[src/core/nba_regs.svh]
// Register offsets, field positions, reset values and constants of the ALU
`ifndef NBA_REGS_SVH
`define NBA_REGS_SVH

// ***********************************************************************
// Register byte offsets
// ***********************************************************************
`define NBA_PSW_OFS 8'h00
`define NBA_STAT_OFS 8'h04

// ***********************************************************************
// Program status word fields
// ***********************************************************************
`define NBA_PSW_CARRY 0
`define NBA_PSW_ZERO 1
`define NBA_PSW_CMPONLY 2
`define NBA_PSW_BCD 3
`define NBA_PSW_RST 4'h0

// ***********************************************************************
// Status register fields
// ***********************************************************************
`define NBA_STAT_TMPA_LSB 0
`define NBA_STAT_TMPB_LSB 4
`define NBA_STAT_RES_LSB 8
`define NBA_STAT_BUSY 12
`define NBA_STAT_SKIP 13

// ***********************************************************************
// Bus answers and decimal limits
// ***********************************************************************
`define NBA_RESP_OKAY 2'h0
`define NBA_RESP_SLVERR 2'h2
`define NBA_BCD_TEN 5'h0A
`define NBA_BCD_TWENTY 5'h14
`define NBA_BCD_NEG_TEN 5'h16

`endif

[src/core/nba_pkg.sv]
// Types shared by the nibble ALU and its decimal converter
package nba_pkg;

  // *********************************************************************
  // Instruction classes seen by the ALU
  // *********************************************************************
  typedef enum logic [3:0] {
    NBA_OP_ADD         = 4'h0,
    NBA_OP_SUM_CARRY   = 4'h1,
    NBA_OP_SUB         = 4'h2,
    NBA_OP_DIFF_BORROW = 4'h3,
    NBA_OP_OR          = 4'h4,
    NBA_OP_AND         = 4'h5,
    NBA_OP_XOR         = 4'h6,
    NBA_OP_TEST_ONES   = 4'h7,
    NBA_OP_TEST_ZEROS  = 4'h8,
    NBA_OP_EQ          = 4'h9,
    NBA_OP_NE          = 4'hA,
    NBA_OP_GE          = 4'hB,
    NBA_OP_LT          = 4'hC,
    NBA_OP_ROT_CARRY   = 4'hD
  } nba_op_t;

  // Operand form: register with memory, or memory with immediate
  typedef enum logic {
    NBA_FORM_REG_MEM = 1'b0,
    NBA_FORM_MEM_IMM = 1'b1
  } nba_form_t;

  // Sequencer states, one-hot
  typedef enum logic [1:0] {
    NBA_ST_IDLE = 2'b01,
    NBA_ST_EXEC = 2'b10
  } nba_state_t;

  typedef struct packed {
    nba_op_t op;
    nba_form_t form;
    logic [3:0] reg_data;
    logic [3:0] mem_data;
    logic [3:0] imm;
  } nba_req_t;

  typedef struct packed {
    logic to_mem;
    logic [3:0] data;
  } nba_wb_t;

endpackage

[src/core/nba_bcd_conv.sv]
// Decimal conversion stage for the nibble ALU
`timescale 1ns/100ps
`include "nba_regs.svh"
module nba_bcd_conv
  import nba_pkg::*;
(
  input wire logic [4:0] raw_i,
  input wire logic sub_i,
  output logic [3:0] nib_o,
  output logic carry_o
);

  // Out-of-range sums and differences follow a fixed pattern, not a rule
  always_comb begin
    nib_o = raw_i[3:0];
    carry_o = 1'b1;
    if (!sub_i && raw_i < `NBA_BCD_TEN) begin
      carry_o = 1'b0; // RULE5
    end else if (!sub_i && raw_i < `NBA_BCD_TWENTY) begin
      nib_o = 4'(raw_i - `NBA_BCD_TEN); // RULE5
    end else if (sub_i && !raw_i[4] && raw_i < `NBA_BCD_TEN) begin
      carry_o = 1'b0;
    end else if (sub_i && raw_i >= `NBA_BCD_NEG_TEN) begin
      nib_o = 4'(raw_i + `NBA_BCD_TEN); // RULE7
    end else begin
      case ({sub_i, raw_i}) // RULE3 RULE4
        6'h14, 6'h18, 6'h2C, 6'h30, 6'h34: nib_o = 4'hE;
        6'h15, 6'h19, 6'h2D, 6'h31, 6'h35: nib_o = 4'hF;
        6'h16, 6'h1A, 6'h1E, 6'h2A, 6'h2E, 6'h32: nib_o = 4'hC;
        6'h17, 6'h1B, 6'h1F, 6'h2B, 6'h2F, 6'h33: nib_o = 4'hD;
        6'h1C: nib_o = 4'hA;
        6'h1D: nib_o = 4'hB;
        default: nib_o = raw_i[3:0];
      endcase
    end
  end

endmodule

[src/core/nba_alu.sv]
// Nibble ALU datapath with status flags and an AXI4-Lite register port
//
// Overview of operation
// RULE1 - Decimal flag clear: arithmetic is plain 4-bit binary.
// RULE2 - Decimal flag set: binary result passes through decimal conversion.
// RULE3 - Decimal sum of 20 or more gives table nibble 1010B up, carry set.
// RULE4 - Decimal difference outside -10..+9 gives table nibble, carry set.
// RULE5 - Decimal sum 0..9 kept, carry clear; 10..19 minus ten, carry set.
// RULE6 - Binary sum keeps low nibble; carry set when sum reaches 16.
// RULE7 - Negative difference: binary two's complement, decimal plus ten.
// RULE8 - Operands are latched into temporary A and B before operating.
// RULE9 - A from register or memory; B from memory or immediate.
// RULE10 - Rotate uses only a general register; no second operand.
// RULE11 - Arithmetic, logical, rotate results go back to first operand.
// RULE12 - Bit tests and comparisons write nothing; they decide a skip.
// RULE13 - Logical ops ignore mode flags and leave zero and carry alone.
// RULE14 - Any bit test clears the compare-only flag.
// RULE15 - Add, add with carry, subtract, subtract with borrow exist.
// RULE16 - Each arithmetic op has register/memory and memory/immediate forms.
// RULE17 - Compare-only gates write back; decimal flag picks the arithmetic.
// RULE18 - With compare-only set the result is dropped, flags still update.
// RULE19 - Nonzero clears zero; zero result sets it unless compare-only.
// RULE20 - Carry variants inject carry as LSB; carry then shows new value.
// RULE21 - Rotate moves carry into bit 3 and bit 0 into carry.
// RULE22 - Status flags and program status word are one storage.
`timescale 1ns/100ps
`include "nba_regs.svh"
module nba_alu
  import nba_pkg::*;
#(
  parameter int AW = 8
)
(
  input wire logic mclk_i,
  input wire logic resetn_i,
  input wire logic req_valid_i,
  input wire nba_req_t req_i,
  output logic req_ready_o,
  output logic wb_valid_o,
  output nba_wb_t wb_o,
  output logic skip_valid_o,
  output logic skip_o,
  output logic [3:0] psw_o,
  input wire logic axi_awvalid_i,
  output logic axi_awready_o,
  input wire logic [AW-1:0] axi_awaddr_i,
  input wire logic axi_wvalid_i,
  output logic axi_wready_o,
  input wire logic [31:0] axi_wdata_i,
  input wire logic [3:0] axi_wstrb_i,
  output logic axi_bvalid_o,
  input wire logic axi_bready_i,
  output logic [1:0] axi_bresp_o,
  input wire logic axi_arvalid_i,
  output logic axi_arready_o,
  input wire logic [AW-1:0] axi_araddr_i,
  output logic axi_rvalid_o,
  input wire logic axi_rready_i,
  output logic [31:0] axi_rdata_o,
  output logic [1:0] axi_rresp_o
);

  // *********************************************************************
  // Declarations
  // *********************************************************************
  nba_state_t state_r;
  nba_op_t op_r;
  logic form_mem_r;
  logic [3:0] tmp_a_r;
  logic [3:0] tmp_b_r;
  logic carry_r;
  logic zero_r;
  logic cmp_only_r;
  logic bcd_r;
  logic [3:0] last_res_r;
  logic last_skip_r;
  logic wb_valid_r;
  nba_wb_t wb_r;
  logic skip_valid_r;
  logic skip_r;
  logic aw_hold_r;
  logic [AW-1:0] awaddr_r;
  logic w_hold_r;
  logic [31:0] wdata_r;
  logic wstrb0_r;
  logic bvalid_r;
  logic [1:0] bresp_r;
  logic rvalid_r;
  logic [31:0] rdata_r;
  logic [1:0] rresp_r;
  logic take;
  logic exec;
  logic is_arith;
  logic is_sub;
  logic is_logic;
  logic is_eval;
  logic is_bit;
  logic cin;
  logic [4:0] raw5;
  logic [3:0] conv_nib;
  logic conv_cy;
  logic [3:0] res_nib;
  logic res_cy;
  logic skip_nxt;
  logic wr_fire;
  logic psw_we;
  localparam logic [3:0] PSW_RST = `NBA_PSW_RST;

  // *********************************************************************
  // Sequencer handshake
  // *********************************************************************
  assign req_ready_o = (state_r == NBA_ST_IDLE);
  assign take = req_valid_i && req_ready_o;
  assign exec = (state_r == NBA_ST_EXEC);

  always_ff @(posedge mclk_i) begin
    if (!resetn_i) begin
      state_r <= NBA_ST_IDLE;
    end else begin
      case (state_r)
        NBA_ST_IDLE: begin
          if (take) begin
            state_r <= NBA_ST_EXEC;
          end
        end
        NBA_ST_EXEC: state_r <= NBA_ST_IDLE;
        default: state_r <= NBA_ST_IDLE;
      endcase
    end
  end

  // *********************************************************************
  // Operand latch
  // *********************************************************************
  always_ff @(posedge mclk_i) begin
    if (!resetn_i) begin
      op_r <= NBA_OP_ADD;
      form_mem_r <= 1'b0;
      tmp_a_r <= 4'h0;
      tmp_b_r <= 4'h0;
    end else if (take) begin
      op_r <= req_i.op;
      form_mem_r <= (req_i.form == NBA_FORM_MEM_IMM);
      if (req_i.op == NBA_OP_ROT_CARRY) begin
        tmp_a_r <= req_i.reg_data; // RULE10
        tmp_b_r <= 4'h0; // RULE10
      end else if (req_i.op inside {NBA_OP_TEST_ONES, NBA_OP_TEST_ZEROS}) begin
        // Bit tests only exist as memory with an immediate bit mask
        tmp_a_r <= req_i.mem_data; // RULE8
        tmp_b_r <= req_i.imm; // RULE8
      end else if (req_i.form == NBA_FORM_REG_MEM) begin
        tmp_a_r <= req_i.reg_data; // RULE8 RULE9 RULE16
        tmp_b_r <= req_i.mem_data; // RULE9
      end else begin
        tmp_a_r <= req_i.mem_data; // RULE9 RULE16
        tmp_b_r <= req_i.imm; // RULE9
      end
    end
  end

  // *********************************************************************
  // Operation decode and arithmetic
  // *********************************************************************
  assign is_arith = (op_r inside {NBA_OP_ADD, NBA_OP_SUM_CARRY,
                                  NBA_OP_SUB, NBA_OP_DIFF_BORROW}); // RULE15
  assign is_sub = (op_r inside {NBA_OP_SUB, NBA_OP_DIFF_BORROW});
  assign is_logic = (op_r inside {NBA_OP_OR, NBA_OP_AND, NBA_OP_XOR});
  assign is_bit = (op_r inside {NBA_OP_TEST_ONES, NBA_OP_TEST_ZEROS});
  assign is_eval = is_bit ||
                   (op_r inside {NBA_OP_EQ, NBA_OP_NE, NBA_OP_GE, NBA_OP_LT});

  // Only the carry and borrow variants pull in the current carry
  assign cin = (op_r inside {NBA_OP_SUM_CARRY, NBA_OP_DIFF_BORROW}) ?
               carry_r : 1'b0; // RULE15 RULE20

  // Bit 4 of the raw value is the binary carry or borrow
  assign raw5 = is_sub ?
    5'({1'b0, tmp_a_r} - {1'b0, tmp_b_r} - {4'h0, cin}) :
    5'({1'b0, tmp_a_r} + {1'b0, tmp_b_r} + {4'h0, cin}); // RULE20

  nba_bcd_conv u_conv (
    .raw_i(raw5),
    .sub_i(is_sub),
    .nib_o(conv_nib),
    .carry_o(conv_cy)
  );

  always_comb begin
    res_nib = tmp_a_r;
    res_cy = carry_r;
    if (is_arith) begin
      if (bcd_r) begin
        res_nib = conv_nib; // RULE2
        res_cy = conv_cy; // RULE2
      end else begin
        res_nib = raw5[3:0]; // RULE1 RULE6 RULE7
        res_cy = raw5[4]; // RULE6 RULE7
      end
    end else if (op_r == NBA_OP_OR) begin
      res_nib = tmp_a_r | tmp_b_r;
    end else if (op_r == NBA_OP_AND) begin
      res_nib = tmp_a_r & tmp_b_r;
    end else if (op_r == NBA_OP_XOR) begin
      res_nib = tmp_a_r ^ tmp_b_r;
    end else if (op_r == NBA_OP_ROT_CARRY) begin
      res_nib = {carry_r, tmp_a_r[3:1]}; // RULE21
      res_cy = tmp_a_r[0]; // RULE21
    end
  end

  // Comparisons read as unsigned nibbles
  always_comb begin
    case (op_r)
      NBA_OP_TEST_ONES: skip_nxt = ((tmp_a_r & tmp_b_r) == tmp_b_r);
      NBA_OP_TEST_ZEROS: skip_nxt = ((tmp_a_r & tmp_b_r) == 4'h0);
      NBA_OP_EQ: skip_nxt = (tmp_a_r == tmp_b_r);
      NBA_OP_NE: skip_nxt = (tmp_a_r != tmp_b_r);
      NBA_OP_GE: skip_nxt = (tmp_a_r >= tmp_b_r);
      NBA_OP_LT: skip_nxt = (tmp_a_r < tmp_b_r);
      default: skip_nxt = 1'b0;
    endcase
  end

  // *********************************************************************
  // Write back and skip decision
  // *********************************************************************
  always_ff @(posedge mclk_i) begin
    if (!resetn_i) begin
      wb_valid_r <= 1'b0;
      wb_r <= '0;
    end else begin
      // Arithmetic under compare-only leaves both operands untouched
      wb_valid_r <= exec && !is_eval &&
                    !(is_arith && cmp_only_r); // RULE11 RULE17 RULE18
      if (exec) begin
        wb_r.data <= res_nib; // RULE11
        wb_r.to_mem <= form_mem_r &&
                       (op_r != NBA_OP_ROT_CARRY); // RULE11 RULE10
      end
    end
  end

  always_ff @(posedge mclk_i) begin
    if (!resetn_i) begin
      skip_valid_r <= 1'b0;
      skip_r <= 1'b0;
    end else begin
      skip_valid_r <= exec && is_eval; // RULE12
      if (exec && is_eval) begin
        skip_r <= skip_nxt; // RULE12
      end
    end
  end

  always_ff @(posedge mclk_i) begin
    if (!resetn_i) begin
      last_res_r <= 4'h0;
      last_skip_r <= 1'b0;
    end else if (exec) begin
      last_res_r <= res_nib;
      last_skip_r <= is_eval && skip_nxt;
    end
  end

  assign wb_valid_o = wb_valid_r;
  assign wb_o = wb_r;
  assign skip_valid_o = skip_valid_r;
  assign skip_o = skip_r;

  // *********************************************************************
  // Status flags, shared with the program status word
  // *********************************************************************
  // An instruction finishing in the cycle of a bus write wins the flag
  always_ff @(posedge mclk_i) begin
    if (!resetn_i) begin
      carry_r <= PSW_RST[`NBA_PSW_CARRY];
    end else if (exec && (is_arith || op_r == NBA_OP_ROT_CARRY)) begin
      carry_r <= res_cy; // RULE13 RULE20 RULE21
    end else if (psw_we) begin
      carry_r <= wdata_r[`NBA_PSW_CARRY]; // RULE22
    end
  end

  always_ff @(posedge mclk_i) begin
    if (!resetn_i) begin
      zero_r <= 1'b0;
    end else if (exec && is_arith) begin
      if (res_nib != 4'h0) begin
        zero_r <= 1'b0; // RULE19
      end else if (!cmp_only_r) begin
        zero_r <= 1'b1; // RULE19
      end
    end else if (psw_we) begin
      zero_r <= wdata_r[`NBA_PSW_ZERO]; // RULE22
    end
  end

  always_ff @(posedge mclk_i) begin
    if (!resetn_i) begin
      cmp_only_r <= 1'b0;
    end else if (exec && is_bit) begin
      cmp_only_r <= 1'b0; // RULE14
    end else if (psw_we) begin
      cmp_only_r <= wdata_r[`NBA_PSW_CMPONLY]; // RULE22
    end
  end

  always_ff @(posedge mclk_i) begin
    if (!resetn_i) begin
      bcd_r <= 1'b0;
    end else if (psw_we) begin
      bcd_r <= wdata_r[`NBA_PSW_BCD]; // RULE22
    end
  end

  always_comb begin
    psw_o = 4'h0;
    psw_o[`NBA_PSW_CARRY] = carry_r;
    psw_o[`NBA_PSW_ZERO] = zero_r;
    psw_o[`NBA_PSW_CMPONLY] = cmp_only_r;
    psw_o[`NBA_PSW_BCD] = bcd_r;
  end

  // *********************************************************************
  // AXI4-Lite write channel
  // *********************************************************************
  // Address and data are held separately so either may arrive first
  assign axi_awready_o = !aw_hold_r && !bvalid_r;
  assign axi_wready_o = !w_hold_r && !bvalid_r;
  assign wr_fire = aw_hold_r && w_hold_r && !bvalid_r;
  assign psw_we = wr_fire && wstrb0_r && (awaddr_r == `NBA_PSW_OFS);

  always_ff @(posedge mclk_i) begin
    if (!resetn_i) begin
      aw_hold_r <= 1'b0;
      awaddr_r <= '0;
    end else if (axi_awvalid_i && axi_awready_o) begin
      aw_hold_r <= 1'b1;
      awaddr_r <= axi_awaddr_i;
    end else if (wr_fire) begin
      aw_hold_r <= 1'b0;
    end
  end

  always_ff @(posedge mclk_i) begin
    if (!resetn_i) begin
      w_hold_r <= 1'b0;
      wdata_r <= 32'h0000_0000;
      wstrb0_r <= 1'b0;
    end else if (axi_wvalid_i && axi_wready_o) begin
      w_hold_r <= 1'b1;
      wdata_r <= axi_wdata_i;
      wstrb0_r <= axi_wstrb_i[0];
    end else if (wr_fire) begin
      w_hold_r <= 1'b0;
    end
  end

  always_ff @(posedge mclk_i) begin
    if (!resetn_i) begin
      bvalid_r <= 1'b0;
      bresp_r <= `NBA_RESP_OKAY;
    end else if (wr_fire) begin
      bvalid_r <= 1'b1;
      // The status register is read-only; writes to it are refused
      bresp_r <= (awaddr_r == `NBA_PSW_OFS) ? `NBA_RESP_OKAY :
                 `NBA_RESP_SLVERR;
    end else if (axi_bready_i) begin
      bvalid_r <= 1'b0;
    end
  end

  assign axi_bvalid_o = bvalid_r;
  assign axi_bresp_o = bresp_r;

  // *********************************************************************
  // AXI4-Lite read channel
  // *********************************************************************
  assign axi_arready_o = !rvalid_r;

  always_ff @(posedge mclk_i) begin
    if (!resetn_i) begin
      rvalid_r <= 1'b0;
      rdata_r <= 32'h0000_0000;
      rresp_r <= `NBA_RESP_OKAY;
    end else if (axi_arvalid_i && axi_arready_o) begin
      rvalid_r <= 1'b1;
      rdata_r <= 32'h0000_0000;
      rresp_r <= `NBA_RESP_OKAY;
      if (axi_araddr_i == `NBA_PSW_OFS) begin
        rdata_r[3:0] <= psw_o; // RULE22
      end else if (axi_araddr_i == `NBA_STAT_OFS) begin
        rdata_r[`NBA_STAT_TMPA_LSB +: 4] <= tmp_a_r;
        rdata_r[`NBA_STAT_TMPB_LSB +: 4] <= tmp_b_r;
        rdata_r[`NBA_STAT_RES_LSB +: 4] <= last_res_r;
        rdata_r[`NBA_STAT_BUSY] <= exec;
        rdata_r[`NBA_STAT_SKIP] <= last_skip_r;
      end else begin
        rresp_r <= `NBA_RESP_SLVERR;
      end
    end else if (axi_rready_i) begin
      rvalid_r <= 1'b0;
    end
  end

  assign axi_rvalid_o = rvalid_r;
  assign axi_rdata_o = rdata_r;
  assign axi_rresp_o = rresp_r;

endmodule

[config.mk]
export PLATFORM = sky130hd
export DESIGN_NAME = nba_alu
export DESIGN_NICKNAME = d
export VERILOG_FILES = /design/src/core/nba_pkg.sv /design/src/core/nba_bcd_conv.sv /design/src/core/nba_alu.sv
export VERILOG_INCLUDE_DIRS = /design/src /design/src/core
export SDC_FILE = /design/constraint.sdc
export NUM_CORES = 1
export LEC_CHECK = 0
export BUFFER_PORTS_ARGS = -buffer_cell sky130_fd_sc_hd__buf_2
export CAP_MARGIN = 20
export CORE_UTILIZATION = 47
export CTS_CLUSTER_DIAMETER = 80
export DETAILED_ROUTE_END_ITERATION = 12
export PLACE_DENSITY = 0.78
export REMOVE_ABC_BUFFERS = 1
export SYNTH_ARGS = -nofsm -noshare
export SYNTH_HDL_FRONTEND = slang
export SYNTH_HIERARCHICAL = 1
export SYNTH_SLANG_ARGS = --single-unit
export TNS_END_PERCENT = 10
[constraint.sdc]
create_clock -name mclk_i -period 3.71 [get_ports mclk_i]
set_clock_uncertainty 0.2 [all_clocks]
set_input_delay 0 -clock mclk_i [delete_from_list [all_inputs] [get_ports mclk_i]]
set_output_delay 0 -clock mclk_i [all_outputs]
set_load 0.03 [all_outputs]
==> results of run 1 <==
-- through the flow --
| step | total power [mW] | area (um^2) | worst slack [ps] | hold WS (ps) | setup TNS [ps] |
|---|---|---|---|---|---|
| after detailed placement | 1.209 | 4467 | 23.55 | 47.61 | 0 |
| after floorplan | 1.047 | 3782 | -243.3 | -88.31 | -814.5 |
| after CTS | 1.914 | 5313 | 18.97 | 55.27 | 0 |
| after global routing | 2.046 | 5401 | -45.01 | 86.75 | -124.8 |
| after global placement | 1.189 | 4467 | 142.9 | 36.71 | 0 |
| final | 1.951 | 5401 | 112.7 | 64.57 | 0 |
-- layout make-up --
cell class	count	area (um^2)	area share (%)
Clock inverter	5	83.83	1.552
Multi-Input combinational cell	358	2514	46.54
Sequential cell	61	1225	22.68
Clock buffer	11	131.4	2.432
Timing Repair Buffer	165	1202	22.26
Inverter	29	113.9	2.108
Tap cell	105	131.4	2.432
-- sequential cells by signal (all words and copies together) (netlist names), 2 cells and up --
signal       cells
axi_rdata_o     14
tmp_b_r          4
state_r          2
awaddr_r         8
last_res_r       4
op_r             4
wdata_r          4
tmp_a_r          4
-- power by group --
group	switching, mW	internal, mW
sequential	0.0227	0.684
clock	0.276	0.381
combinational	0.319	0.268
total	0.618	1.33
-- per-layer routing --
layer	global-route usage [%]	vias up	routed length, um
li1	-	1925	-
met1	30.69	1865	4576
met2	46.01	150	5651
met3	4.589	26	506
met4	10.77	0	286
met5	0	-	0
-- worst min-delay path: cells and delay by family --
family / cells / cell delay, ps
buffers and inverters: 1 / 90
AND/OR/NAND/NOR: 2 / 330
multiplexers: 1 / 160
-- cell usage in the layout (no fill, tap or decap), types with 20 or more instances in the layout --
| master | Yosys | final |
|---|---|---|
| conb_1 | 1 | 20 |
| nor2b_1 | 25 | 25 |
| dfxtp_1 | 61 | 58 |
| inv_1 | 26 | 25 |
| nand2_1 | 50 | 50 |
| nor2_1 | 22 | 21 |
| a21oi_1 | 20 | 20 |
| buf_4 | 27 | 22 |
| ha_1 | 21 | 20 |
| dlygate4sd3_1 | 0 | 63 |
| buf_2 | 1 | 79 |
-- what timing repair did --
action / CTS / global route
hold buffers: 63 / 0
gates resized for setup: 0 / 18
setup endpoints to repair: 0 / 4
buffers inserted: 0 / 2
endpoints found under the hold margin: 36 / 0
-- cell usage after synthesis (8+ instances only) --
master,instances
nor2b_1,25
ha_1,21
clkbuf_1,24
nor2_1,22
a21boi_1,16
o21ai_0,18
buf_4,27
dfxtp_1,61
nand2_1,50
nand2b_1,8
a22oi_1,15
and2_1,10
mux2i_1,19
a21oi_1,20
inv_1,26
-- worst paths after layout --
check	startpoint	to	slack (ps)	cells past startpoint
setup reg to reg	carry_r$_SDFFE_PN0P_	zero_r$_SDFFE_PN0P_	110	16
setup / recovery	carry_r$_SDFFE_PN0P_	zero_r$_SDFFE_PN0P_	110	16
hold reg to reg	wb_o[4]$_SDFFE_PN0N_	wb_o[4]$_SDFFE_PN0N_	250	2
hold / removal	axi_wvalid_i	wdata_r[1]$_SDFFE_PN0P_	60	4
-- cell families after synthesis --
logic type / count (synthesis) / share of synthesized area [%]
DFF: 61 / 30.43
other: 1 / 0.09346
xor gates and xnor gates: 5 / 1.092
and+or+nand+nor: 158 / 21.36
adders and majority gates: 25 / 8.544
muxes: 25 / 6.423
AOI/OAI and AO/OA: 125 / 21.70
buffers and inverters: 82 / 10.35
==> impl_summary.txt, run 1 <==
----------------------------------------------------
[Timing]
  Number of slew-limit violations in the final report ... 0
  Final setup violation count ... 0
  Actual transition at the worst max-transition pin ... 876.3 ps
  Min Clock Period, post-route ... 3597 ps
  Final period util ... 96.96%
  Final hold vios ... 0
  Max_slew headroom ... 41.23%
  Upper clock frequency limit ... 0.2780 GHz
  Setup repair after global routing missed its margin ... true

[Global routing]
  Overall fraction of global-route tracks in use ... 25.96%
  First-pass GRT wire length ... 18.15 mm
  GRT overflow ... 0
  Number of global-route vias before repair ... 3850
  Maximum number of pins on one net before global-route repair ... 62
  Initial antenna violation count ... 0

[Logic synthesis]
  Top flip-flop cell by instance count after synthesis ... dfxtp_1
  Register bit count reported by yosys ... 61
  Biggest area consumer among synthesized cells ... dfxtp_1
  Number of flops mapped to enable cells by yosys ... 0
  Synthesized area per cell ... 8.325 um^2
  Warnings from Yosys ... 6
  Post-synthesis cell type count ... 65
  Combined area of all synthesized cells ... 4013 um^2
  Number of instances in the synthesized netlist ... 482
  Share of the yosys chip area belonging to registers ... 30.43%
  Most area-consuming cells after synthesis ... dfxtp_1, ha_1, buf_4
  Asr flop ratio synth ... 0%
  Post-synth top area share ... 30.43%

[Cells and area]
  Fraction of layout cells with a size suffix above 1 ... 23.05%
  Number of nets in the layout ... 726
  Post-route core utilization ... 65.41%
  Post-Layout Cell Count ... 734
  Layout fillers ... 638
  Number of diodes added for antenna fixing ... 0
  P&R area growth vs syn ... 34.61%

[Clock network]
  H-tree Lvls ... 3
  CTS tree ... built
  Maximum root-to-sink buffer count ... 2
  Source-to-sink clock delay at the later pin of the worst-skew pair ... 360 ps
  Number of clock sinks seen by CTS ... 61
  Number of clock buffers inserted by TritonCTS ... 9
  Clock root buffer ... clkbuf_8
  Register clock-pin slew on the reported worst setup and hold paths ... 70 ps

[Worst setup path]
  Crit path max fanout ... 8
  Capturing element type of the critical path ... flip-flop
  Category of the most critical setup path ... reg2reg
  Delay of the slowest cell on the worst path ... 440 ps
  Kind of cell with the highest combined delay on the critical path ... simple AND/OR/NAND/NOR gates
  Crit path DAT ... 3650 ps
  Cell type of the slowest stage on the worst timing path ... fa_2
  Cell-by-cell listing of the critical path ... nand3_4 -> inv_2 -> fa_2 -> fa_2 -> nand2b_1 -> a21oi_1 -> xor2_1 -> nor2_1 -> a21oi_1 -> buf_4 -> or3_1 -> o21ai_1 -> nor4_2 -> nand3_1 -> o211ai_1 -> o41ai_2
  CP startpoint kind ... flip-flop
  Required time worst endpoint ... 3760 ps
  Number of buffer and inverter stages on the critical path ... 2

[Route]
  DRC violation count after routing ... 0
  Number of iterations in the first detailed-routing pass ... 5
  Vias per cell ... 5.403
  Iter 0 DRT Violations ... 277
  Number of nets still failing antenna checks after routing ... 0
  Total number of vias ... 3966
  Detailed-route wire length ... 11.02 mm
  Average routed wire per standard cell ... 15.01 um

[Floorplan]
  Initial Util ... 48.59%
  Die H ... 94.40 um
  Total number of placement rows ... 33
  CORE AREA ... 8258 um^2
  Die outline area ... 8911 um^2
  DIE WIDTH ... 94.40 um
  Number of top-level pins ... 131

[Run status]
  Result of the run ... complete, no violations

[Worst hold path]
  Type of the most critical hold path ... in2reg

[Pwr]
  Cell area power density ... 361.1 nW/um^2
  IR drop worst, VDD ... 254.9 uV
  Leakage power ... 2.424 nW

[Placed design]
  HPWL after detailed placement ... 7.324 mm
  Number of cells in the design after placement ... 653
  Buffers added on ports ... 79
  Final GP Congestion ... 0.9105

[Run]
  Max-cap violations ... 0

----------------------------------------------------
No activity file was read; power rests on OpenSTA's default activity.
==> run 2, diff against run 1 <==
BUFFER_PORTS_ARGS = -buffer_cell sky130_fd_sc_hd__buf_4   (was -buffer_cell sky130_fd_sc_hd__buf_2)
CORE_UTILIZATION = 46   (was 47)
PLACE_DENSITY = 0.76   (was 0.78)
==> run 2 against run 1 <==
Compared with the run above:
- critical path depth increased by 1
- clock power decreased by 17%
- largest cell class unchanged
- sequential share of layout area fell by 1.2 points
- via count grew 1.4%
- first-iteration DRC count rose by 12%
- design area grew 5.4%
- clock-buffer cell count rose by 1
==> impl_summary.txt, run 2 (synthesized netlist as in run 1, its figures left out) <==
----------------------------------------------------
[Route]
  Total number of vias ... 4023 (+1.4%)
  Average routed wire per standard cell ... 15.47 um (+3.1%)
  Number of nets still failing antenna checks after routing ... 0 (unchanged)
  Uppermost signal routing layer after detailed routing ... met4
  Detailed-route wire length ... 11.54 mm (+4.7%)
  Wl on met1 ... 4.831 mm (+5.6%)
  Number of iterations in the first detailed-routing pass ... 5 (unchanged)
  Total met2 wirelength after detailed routing ... 5.863 mm (+3.8%)
  Vias per cell ... 5.393 (-0.19%)
  Detailed-routed wire length on met3 ... 517 um (+2.2%)
  DRC violation count after routing ... 0 (unchanged)
  Iter 0 DRT Violations ... 309 (+12%)

[Worst setup path]
  Number of cells on the worst reg-to-reg path ... 17 (+1)
  Crit path DAT ... 3630 ps (-20 ps)
  Critical path startpoint ... op_r[2]$_SDFFE_PN0P_
  Capturing element type of the critical path ... flip-flop
  Setup crit end ... zero_r$_SDFFE_PN0P_
  Register-to-register setup slack ... 140 ps (+20 ps)
  Reg-to-Reg End ... zero_r$_SDFFE_PN0P_
  Crit path max fanout ... 8 (unchanged)
  CP startpoint kind ... flip-flop
  Category of the most critical setup path ... reg2reg
  Required time worst endpoint ... 3770 ps (about the same)
  RR Startpoint ... op_r[2]$_SDFFE_PN0P_

[Timing]
  Final setup violation count ... 0 (unchanged)
  Upper clock frequency limit ... 0.2799 GHz (+0.68%)
  Max_slew headroom ... 45.09% (+3.9 points)
  Final period util ... 96.30% (-0.66 points)
  Setup repair after global routing missed its margin ... true
  Min Clock Period, post-route ... 3573 ps (-24.45 ps)
  Number of slew-limit violations in the final report ... 0 (unchanged)
  Actual transition at the worst max-transition pin ... 818.8 ps (-57.52 ps)
  Final hold vios ... 0 (unchanged)

[Global routing]
  GRT overflow ... 0 (unchanged)
  First-pass GRT wire length ... 18.67 mm (+2.9%)
  Initial antenna violation count ... 0 (unchanged)
  Number of global-route vias before repair ... 4117 (+6.9%)
  Maximum number of pins on one net before global-route repair ... 62 (unchanged)
  Overall fraction of global-route tracks in use ... 26.53% (+0.57 points)

[Run]
  Max-cap violations ... 0 (unchanged)

[Clock network]
  Number of clock sinks seen by CTS ... 61 (unchanged)
  Clock root buffer ... clkbuf_8
  Register clock-pin slew on the reported worst setup and hold paths ... 70 ps (about the same)
  CTS tree ... built
  Number of clock buffers inserted by TritonCTS ... 9 (unchanged)
  Source-to-sink clock delay at the later pin of the worst-skew pair ... 350 ps (about the same)
  Maximum root-to-sink buffer count ... 2 (unchanged)
  H-tree Lvls ... 3 (unchanged)

[Run status]
  Result of the run ... complete, no violations

[Floorplan]
  Die outline area ... 9100 um^2 (+2.1%)
  CORE AREA ... 8341 um^2 (+1.0%)
  Die H ... 95.40 um (+1.1%)
  Initial Util ... 48.11% (-0.48 points)
  DIE WIDTH ... 95.40 um (+1.1%)
  Total number of placement rows ... 33 (unchanged)
  Number of top-level pins ... 131 (unchanged)

[Placed design]
  HPWL after detailed placement ... 7.433 mm (+1.5%)
  Final GP Congestion ... 0.9449 (+3.8%)
  Buffers added on ports ... 79 (unchanged)
  Number of cells in the design after placement ... 654 (+0.15%)

[Cells and area]
  Layout fillers ... 643 (+0.78%)
  Most common cell after layout, fill and taps aside ... buf_4
  Flip-flop count of the largest register after layout ... 14 (unchanged)
  Fraction of layout cells with a size suffix above 1 ... 23.56% (+0.50 points)
  Number of diodes added for antenna fixing ... 0 (unchanged)
  Post-route core utilization ... 68.29% (+2.9 points)
  Most frequent cells in the layout ... buf_4, dlygate4sd3_1, dfxtp_1, nand2_1, nor2b_1
  Number of nets in the layout ... 738 (+1.7%)
  P&R area growth vs syn ... 41.94%
  Post-Layout Cell Count ... 746 (+1.6%)

[Pwr]
  Cell area power density ... 329.2 nW/um^2 (-8.8%)
  Leakage power ... 2.527 nW (+4.3%)
  IR drop worst, VDD ... 245.5 uV (-3.7%)

[Worst hold path]
  Type of the most critical hold path ... in2reg

----------------------------------------------------
==> run 2: layout make-up <==
class / instances / area, um^2 / share of cell area [%]
timing repair buffer: 177 / 1520 / 26.69
tap: 105 / 131.4 / 2.307
sequential: 61 / 1225 / 21.51
clock inverter: 4 / 22.52 / 0.3954
clock buffer: 12 / 155.1 / 2.724
multi-input combinational: 358 / 2527 / 44.38
inverter: 29 / 113.9 / 1.999
==> run 2: repair_timing <==
| action | CTS | global route |
|---|---|---|
| buffers inserted | 0 | 1 |
| resized for setup | 0 | 24 |
| endpoints found under the setup margin | 0 | 4 |
| endpoints found under the hold margin | 60 | 0 |
| hold buffers | 75 | 0 |
==> run 2: metrics by stage <==
stage	TNS [ps]	total power [mW]	setup slack [ps]	hold WS (ps)	cell area, um^2
after floorplan	-814.5	1.047	-243.3	-88.31	3782
after global placement	0	1.209	83.50	32.18	4672
after detailed placement	0	1.227	56.30	53.39	4672
after CTS	0	1.830	28.82	46.31	5600
after global routing	-111.4	1.962	-43.37	63.67	5695
final	0	1.875	137.2	36.98	5695
==> run 2: critical path: stages (launching register included) <==
cell      delay [ps]
dfxtp_2          360
nor2_4            40
nand3_2           70
buf_4            110
fa_2             220
inv_2             50
fa_1             450
buf_4            160
a21o_1           160
a21oi_2          160
a21oi_1           90
buf_4            180
or3_1            410
o21ai_2          170
nor4_2            60
nand3_1           90
o211ai_1         180
o41ai_2          350
==> run 2: routing by layer <==
metal | up-vias | global-route usage, %
li1 | 1960 | -
met1 | 1909 | 30.51
met2 | 120 | 46.43
met3 | 34 | 6.061
met4 | 0 | 12.31
met5 | - | 0
==> run 2: worst min path at each step <==
stage	startpoint	to	slack (ps)	cells past startpoint
3_5_place_dp	axi_arvalid_i	axi_rvalid_o$_SDFFE_PN0P_	50	2
5_1_grt	axi_wvalid_i	w_hold_r$_SDFFE_PN0P_	60	3
2_1_floorplan	resetn_i	skip_valid_o$_SDFF_PN0_	-90	2
3_3_place_gp	axi_arvalid_i	axi_rvalid_o$_SDFFE_PN0P_	30	2
6_report	axi_wvalid_i	w_hold_r$_SDFFE_PN0P_	40	3
4_1_cts	axi_wvalid_i	w_hold_r$_SDFFE_PN0P_	50	3
==> run 2: report_power, final <==
part / internal [mW] / switching, mW / total, mW
logic: 0.299 / 0.327 / 0.626
registers: 0.684 / 0.0219 / 0.706
clock network: 0.275 / 0.269 / 0.544
==> run 3, diff against run 2 <==
CORE_ASPECT_RATIO = 1.75   (was default)
==> run 3 against run 2 <==
Compared with the run above:
- hold slack got worse by 33 ps
- utilization rose by 0.82 points
- highest routed layer unchanged
- setup slack improved by 20 ps
- sequential power barely moved
- via count rose by 0.80%
- design area rose by 1.5%
- register-to-register slack improved by 20 ps
- sequential share of layout area fell by 0.35 points
- critical path depth did not move
- global-route usage rose by 1.5 points
==> impl_summary.txt, run 3 (synthesized netlist as in run 1, its figures left out) <==
----------------------------------------------------
[Clock network]
  CTS tree ... built
  H-tree Lvls ... 3 (unchanged)
  Maximum root-to-sink buffer count ... 2 (unchanged)
  Number of clock sinks seen by CTS ... 61 (unchanged)
  Register clock-pin slew on the reported worst setup and hold paths ... 50 ps (-20 ps)
  Source-to-sink clock delay at the later pin of the worst-skew pair ... 330 ps (-20 ps)
  Number of clock buffers inserted by TritonCTS ... 9 (unchanged)
  Clock root buffer ... clkbuf_16

[Placed design]
  Final GP Congestion ... 0.9292 (-1.7%)
  Placement Setup Slack ... -35.51 ps (-91.81 ps)
  Buffers added on ports ... 79 (unchanged)
  HPWL after detailed placement ... 7.817 mm (+5.2%)

[Worst hold path]
  Type of the most critical hold path ... in2reg
  Hold path cells ... 5 (+2)
  Hold Path End ... axi_rdata_o[0]$_SDFFE_PN0P_
  Hold Startpoint ... axi_araddr_i[3]

[Route]
  Number of nets still failing antenna checks after routing ... 0 (unchanged)
  DRC violation count after routing ... 0 (unchanged)
  Vias per cell ... 5.392 (about the same)
  Detailed-route wire length ... 12.36 mm (+7.1%)
  Iter 0 DRT Violations ... 132 (-57%)
  Number of iterations in the first detailed-routing pass ... 5 (unchanged)
  Average routed wire per standard cell ... 16.43 um (+6.2%)
  Total number of vias ... 4055 (+0.80%)

[Worst setup path]
  RR Startpoint ... op_r[2]$_SDFFE_PN0P_
  Crit path DAT ... 3580 ps (-50 ps)
  Register-to-register setup slack ... 160 ps (+20 ps)
  Cell type of the slowest stage on the worst timing path ... fa_2
  Reg-to-Reg End ... zero_r$_SDFFE_PN0P_
  CP startpoint kind ... flip-flop
  Delay of the slowest cell on the worst path ... 430 ps (-20 ps)
  Kind of cell with the highest combined delay on the critical path ... simple AND/OR/NAND/NOR gates
  Capturing element type of the critical path ... flip-flop
  Category of the most critical setup path ... reg2reg
  Number of cells on the worst reg-to-reg path ... 17 (unchanged)
  Number of buffer and inverter stages on the critical path ... 2 (-2)
  Required time worst endpoint ... 3740 ps (-30 ps)
  Crit path max fanout ... 6 (-2)
  Critical Path Most Common Cell ... fa_2
  Cell-by-cell listing of the critical path ... nor2_2 -> nand3_2 -> inv_2 -> fa_2 -> fa_2 -> nand2b_1 -> a21oi_1 -> xor2_1 -> nor2_1 -> a21oi_2 -> buf_4 -> or3_1 -> o21ai_1 -> nor4_2 -> nand3_1 -> o211ai_1 -> o41ai_2

[Pwr]
  Net Sw Power ... 646.2 uW (+4.7%)
  Fraction of power consumed by sequential logic ... 32.2% (-5.4 points)
  Cell area power density ... 381.1 nW/um^2 (+16%)
  Proportion of power drawn by combinational gates ... 28.9% (-4.5 points)
  Total power ... 2.204 mW (+18%)
  IR drop worst, VDD ... 402.3 uV (+64%)
  Internal ... 1.558 mW (+24%)
  Clock group share of total power ... 38.9% (+9.9 points)
  Switching fraction of total power ... 29.32% (-3.6 points)
  Leakage power ... 2.570 nW (+1.7%)

[Timing]
  Final hold vios ... 0 (unchanged)
  PnR worst setup slack ... 157.3 ps (+20.10 ps)
  Final period util ... 95.76% (-0.54 points)
  Actual transition at the worst max-transition pin ... 864.6 ps (+45.89 ps)
  Min Clock Period, post-route ... 3553 ps (-20.10 ps)
  Max_slew headroom ... 42.01% (-3.1 points)
  Post-route setup TNS ... 0 ps (unchanged)
  Number of slew-limit violations in the final report ... 0 (unchanged)
  Final setup violation count ... 0 (unchanged)
  Setup repair after global routing missed its margin ... true
  Upper clock frequency limit ... 0.2815 GHz (+0.57%)

[Floorplan]
  CORE AREA ... 8368 um^2 (+0.33%)
  DIE WIDTH ... 72.60 um (-24%)
  Die H ... 125.6 um (+32%)
  Number of top-level pins ... 131 (unchanged)
  Initial Util ... 47.95% (-0.16 points)
  Die outline area ... 9115 um^2 (+0.16%)
  Total number of placement rows ... 44 (+33%)

[Cells and area]
  Fraction of layout cells with a size suffix above 1 ... 24.18% (+0.62 points)
  Number of nets in the layout ... 734 (-0.54%)
  Number of diodes added for antenna fixing ... 0 (unchanged)
  P&R area growth vs syn ... 44.12%
  Flip-flop count of the largest register after layout ... 14 (unchanged)
  Most common cell after layout, fill and taps aside ... buf_4
  Most frequent cells in the layout ... buf_4, dlygate4sd3_1, dfxtp_1, nand2_1, nor2b_1

[Global routing]
  First-pass GRT wire length ... 19.62 mm (+5.1%)
  Number of global-route vias before repair ... 4213 (+2.3%)
  GRT overflow ... 0 (unchanged)
  Initial antenna violation count ... 0 (unchanged)
  Overall fraction of global-route tracks in use ... 28.07% (+1.5 points)
  Maximum number of pins on one net before global-route repair ... 62 (unchanged)

[Run status]
  Result of the run ... complete, no violations

[Run]
  Max-cap violations ... 0 (unchanged)

----------------------------------------------------
## run 3: changes by cell type in the layout (fill, tap and decap cells not counted), sizes merged
cell | previous run | this run
dlygate4sd3 | 75 | 68
bufinv | 0 | 1
clkinvlp | 1 | 0
buf | 102 | 105
## run 3: worst max path at each step
| stage | cells past startpoint | slack (ps) | startpoint | endpoint |
|---|---|---|---|---|
| floorplan | 17 | -240 | op_r[3]$_SDFFE_PN0P_ | last_res_r[1]$_SDFFE_PN0N_ |
| global placement | 16 | 90 | op_r[3]$_SDFFE_PN0P_ | zero_r$_SDFFE_PN0P_ |
| detailed placement | 17 | -40 | op_r[3]$_SDFFE_PN0P_ | last_res_r[1]$_SDFFE_PN0N_ |
| CTS | 17 | 6 | op_r[2]$_SDFFE_PN0P_ | last_res_r[1]$_SDFFE_PN0N_ |
| global route | 18 | -60 | op_r[2]$_SDFFE_PN0P_ | last_res_r[1]$_SDFFE_PN0N_ |
| finish | 17 | 160 | op_r[2]$_SDFFE_PN0P_ | zero_r$_SDFFE_PN0P_ |
## run 3: tightest hold or removal path, delay by kind of cell
kind / cells / cell delay, ps
compound gates: 1 / 160
simple gates: 3 / 260
buf+inv: 1 / 70
## run 3: final cells by class
class	instances	area, um^2
flip-flops and latches	61	1224
fillers	648	2585
clock buffers	12	266.5
well taps	115	143.9
clock inverters	4	45.04
multi-input cells	358	2517
inverters	29	113.9
repair buffers	173	1473
## run 3: power by group through the flow
| stage | registers (mW) | logic [mW] | clock network, mW |
|---|---|---|---|
| 2_1_floorplan | 0.736 | 0.310 | 0 |
| 3_3_place_gp | 0.718 | 0.501 | 0 |
| 3_5_place_dp | 0.719 | 0.516 | 0 |
| 4_1_cts | 0.707 | 0.582 | 0.860 |
| 5_1_grt | 0.711 | 0.691 | 0.900 |
| 6_report | 0.709 | 0.637 | 0.858 |
## run 3: metrics by stage
step,hold WS (ps),cells,cell area [um^2],util [%]
floorplan,-88.31,448,3782,-
global placement,33.66,664,4684,55.98
detailed placement,42.74,664,4684,55.98
CTS,6.426,748,5679,67.87
global route,51.44,752,5783,69.11
finish,3.537,752,5783,69.11
## run 3: per-layer routing
| layer | routed length (um) | global-route usage (%) |
|---|---|---|
| met1 | 4261 | 25.97 |
| met2 | 7053 | 54.92 |
| met3 | 497 | 5.157 |
| met4 | 544 | 14.88 |
| met5 | 0 | 0 |
## run 3: timing repair
action	4_1_cts	5_1_grt
resized for setup	1	22
hold buffers	68	0
endpoints found under the hold margin	56	0
pin swaps	0	18
setup buffers	0	4
setup endpoints to repair	2	5
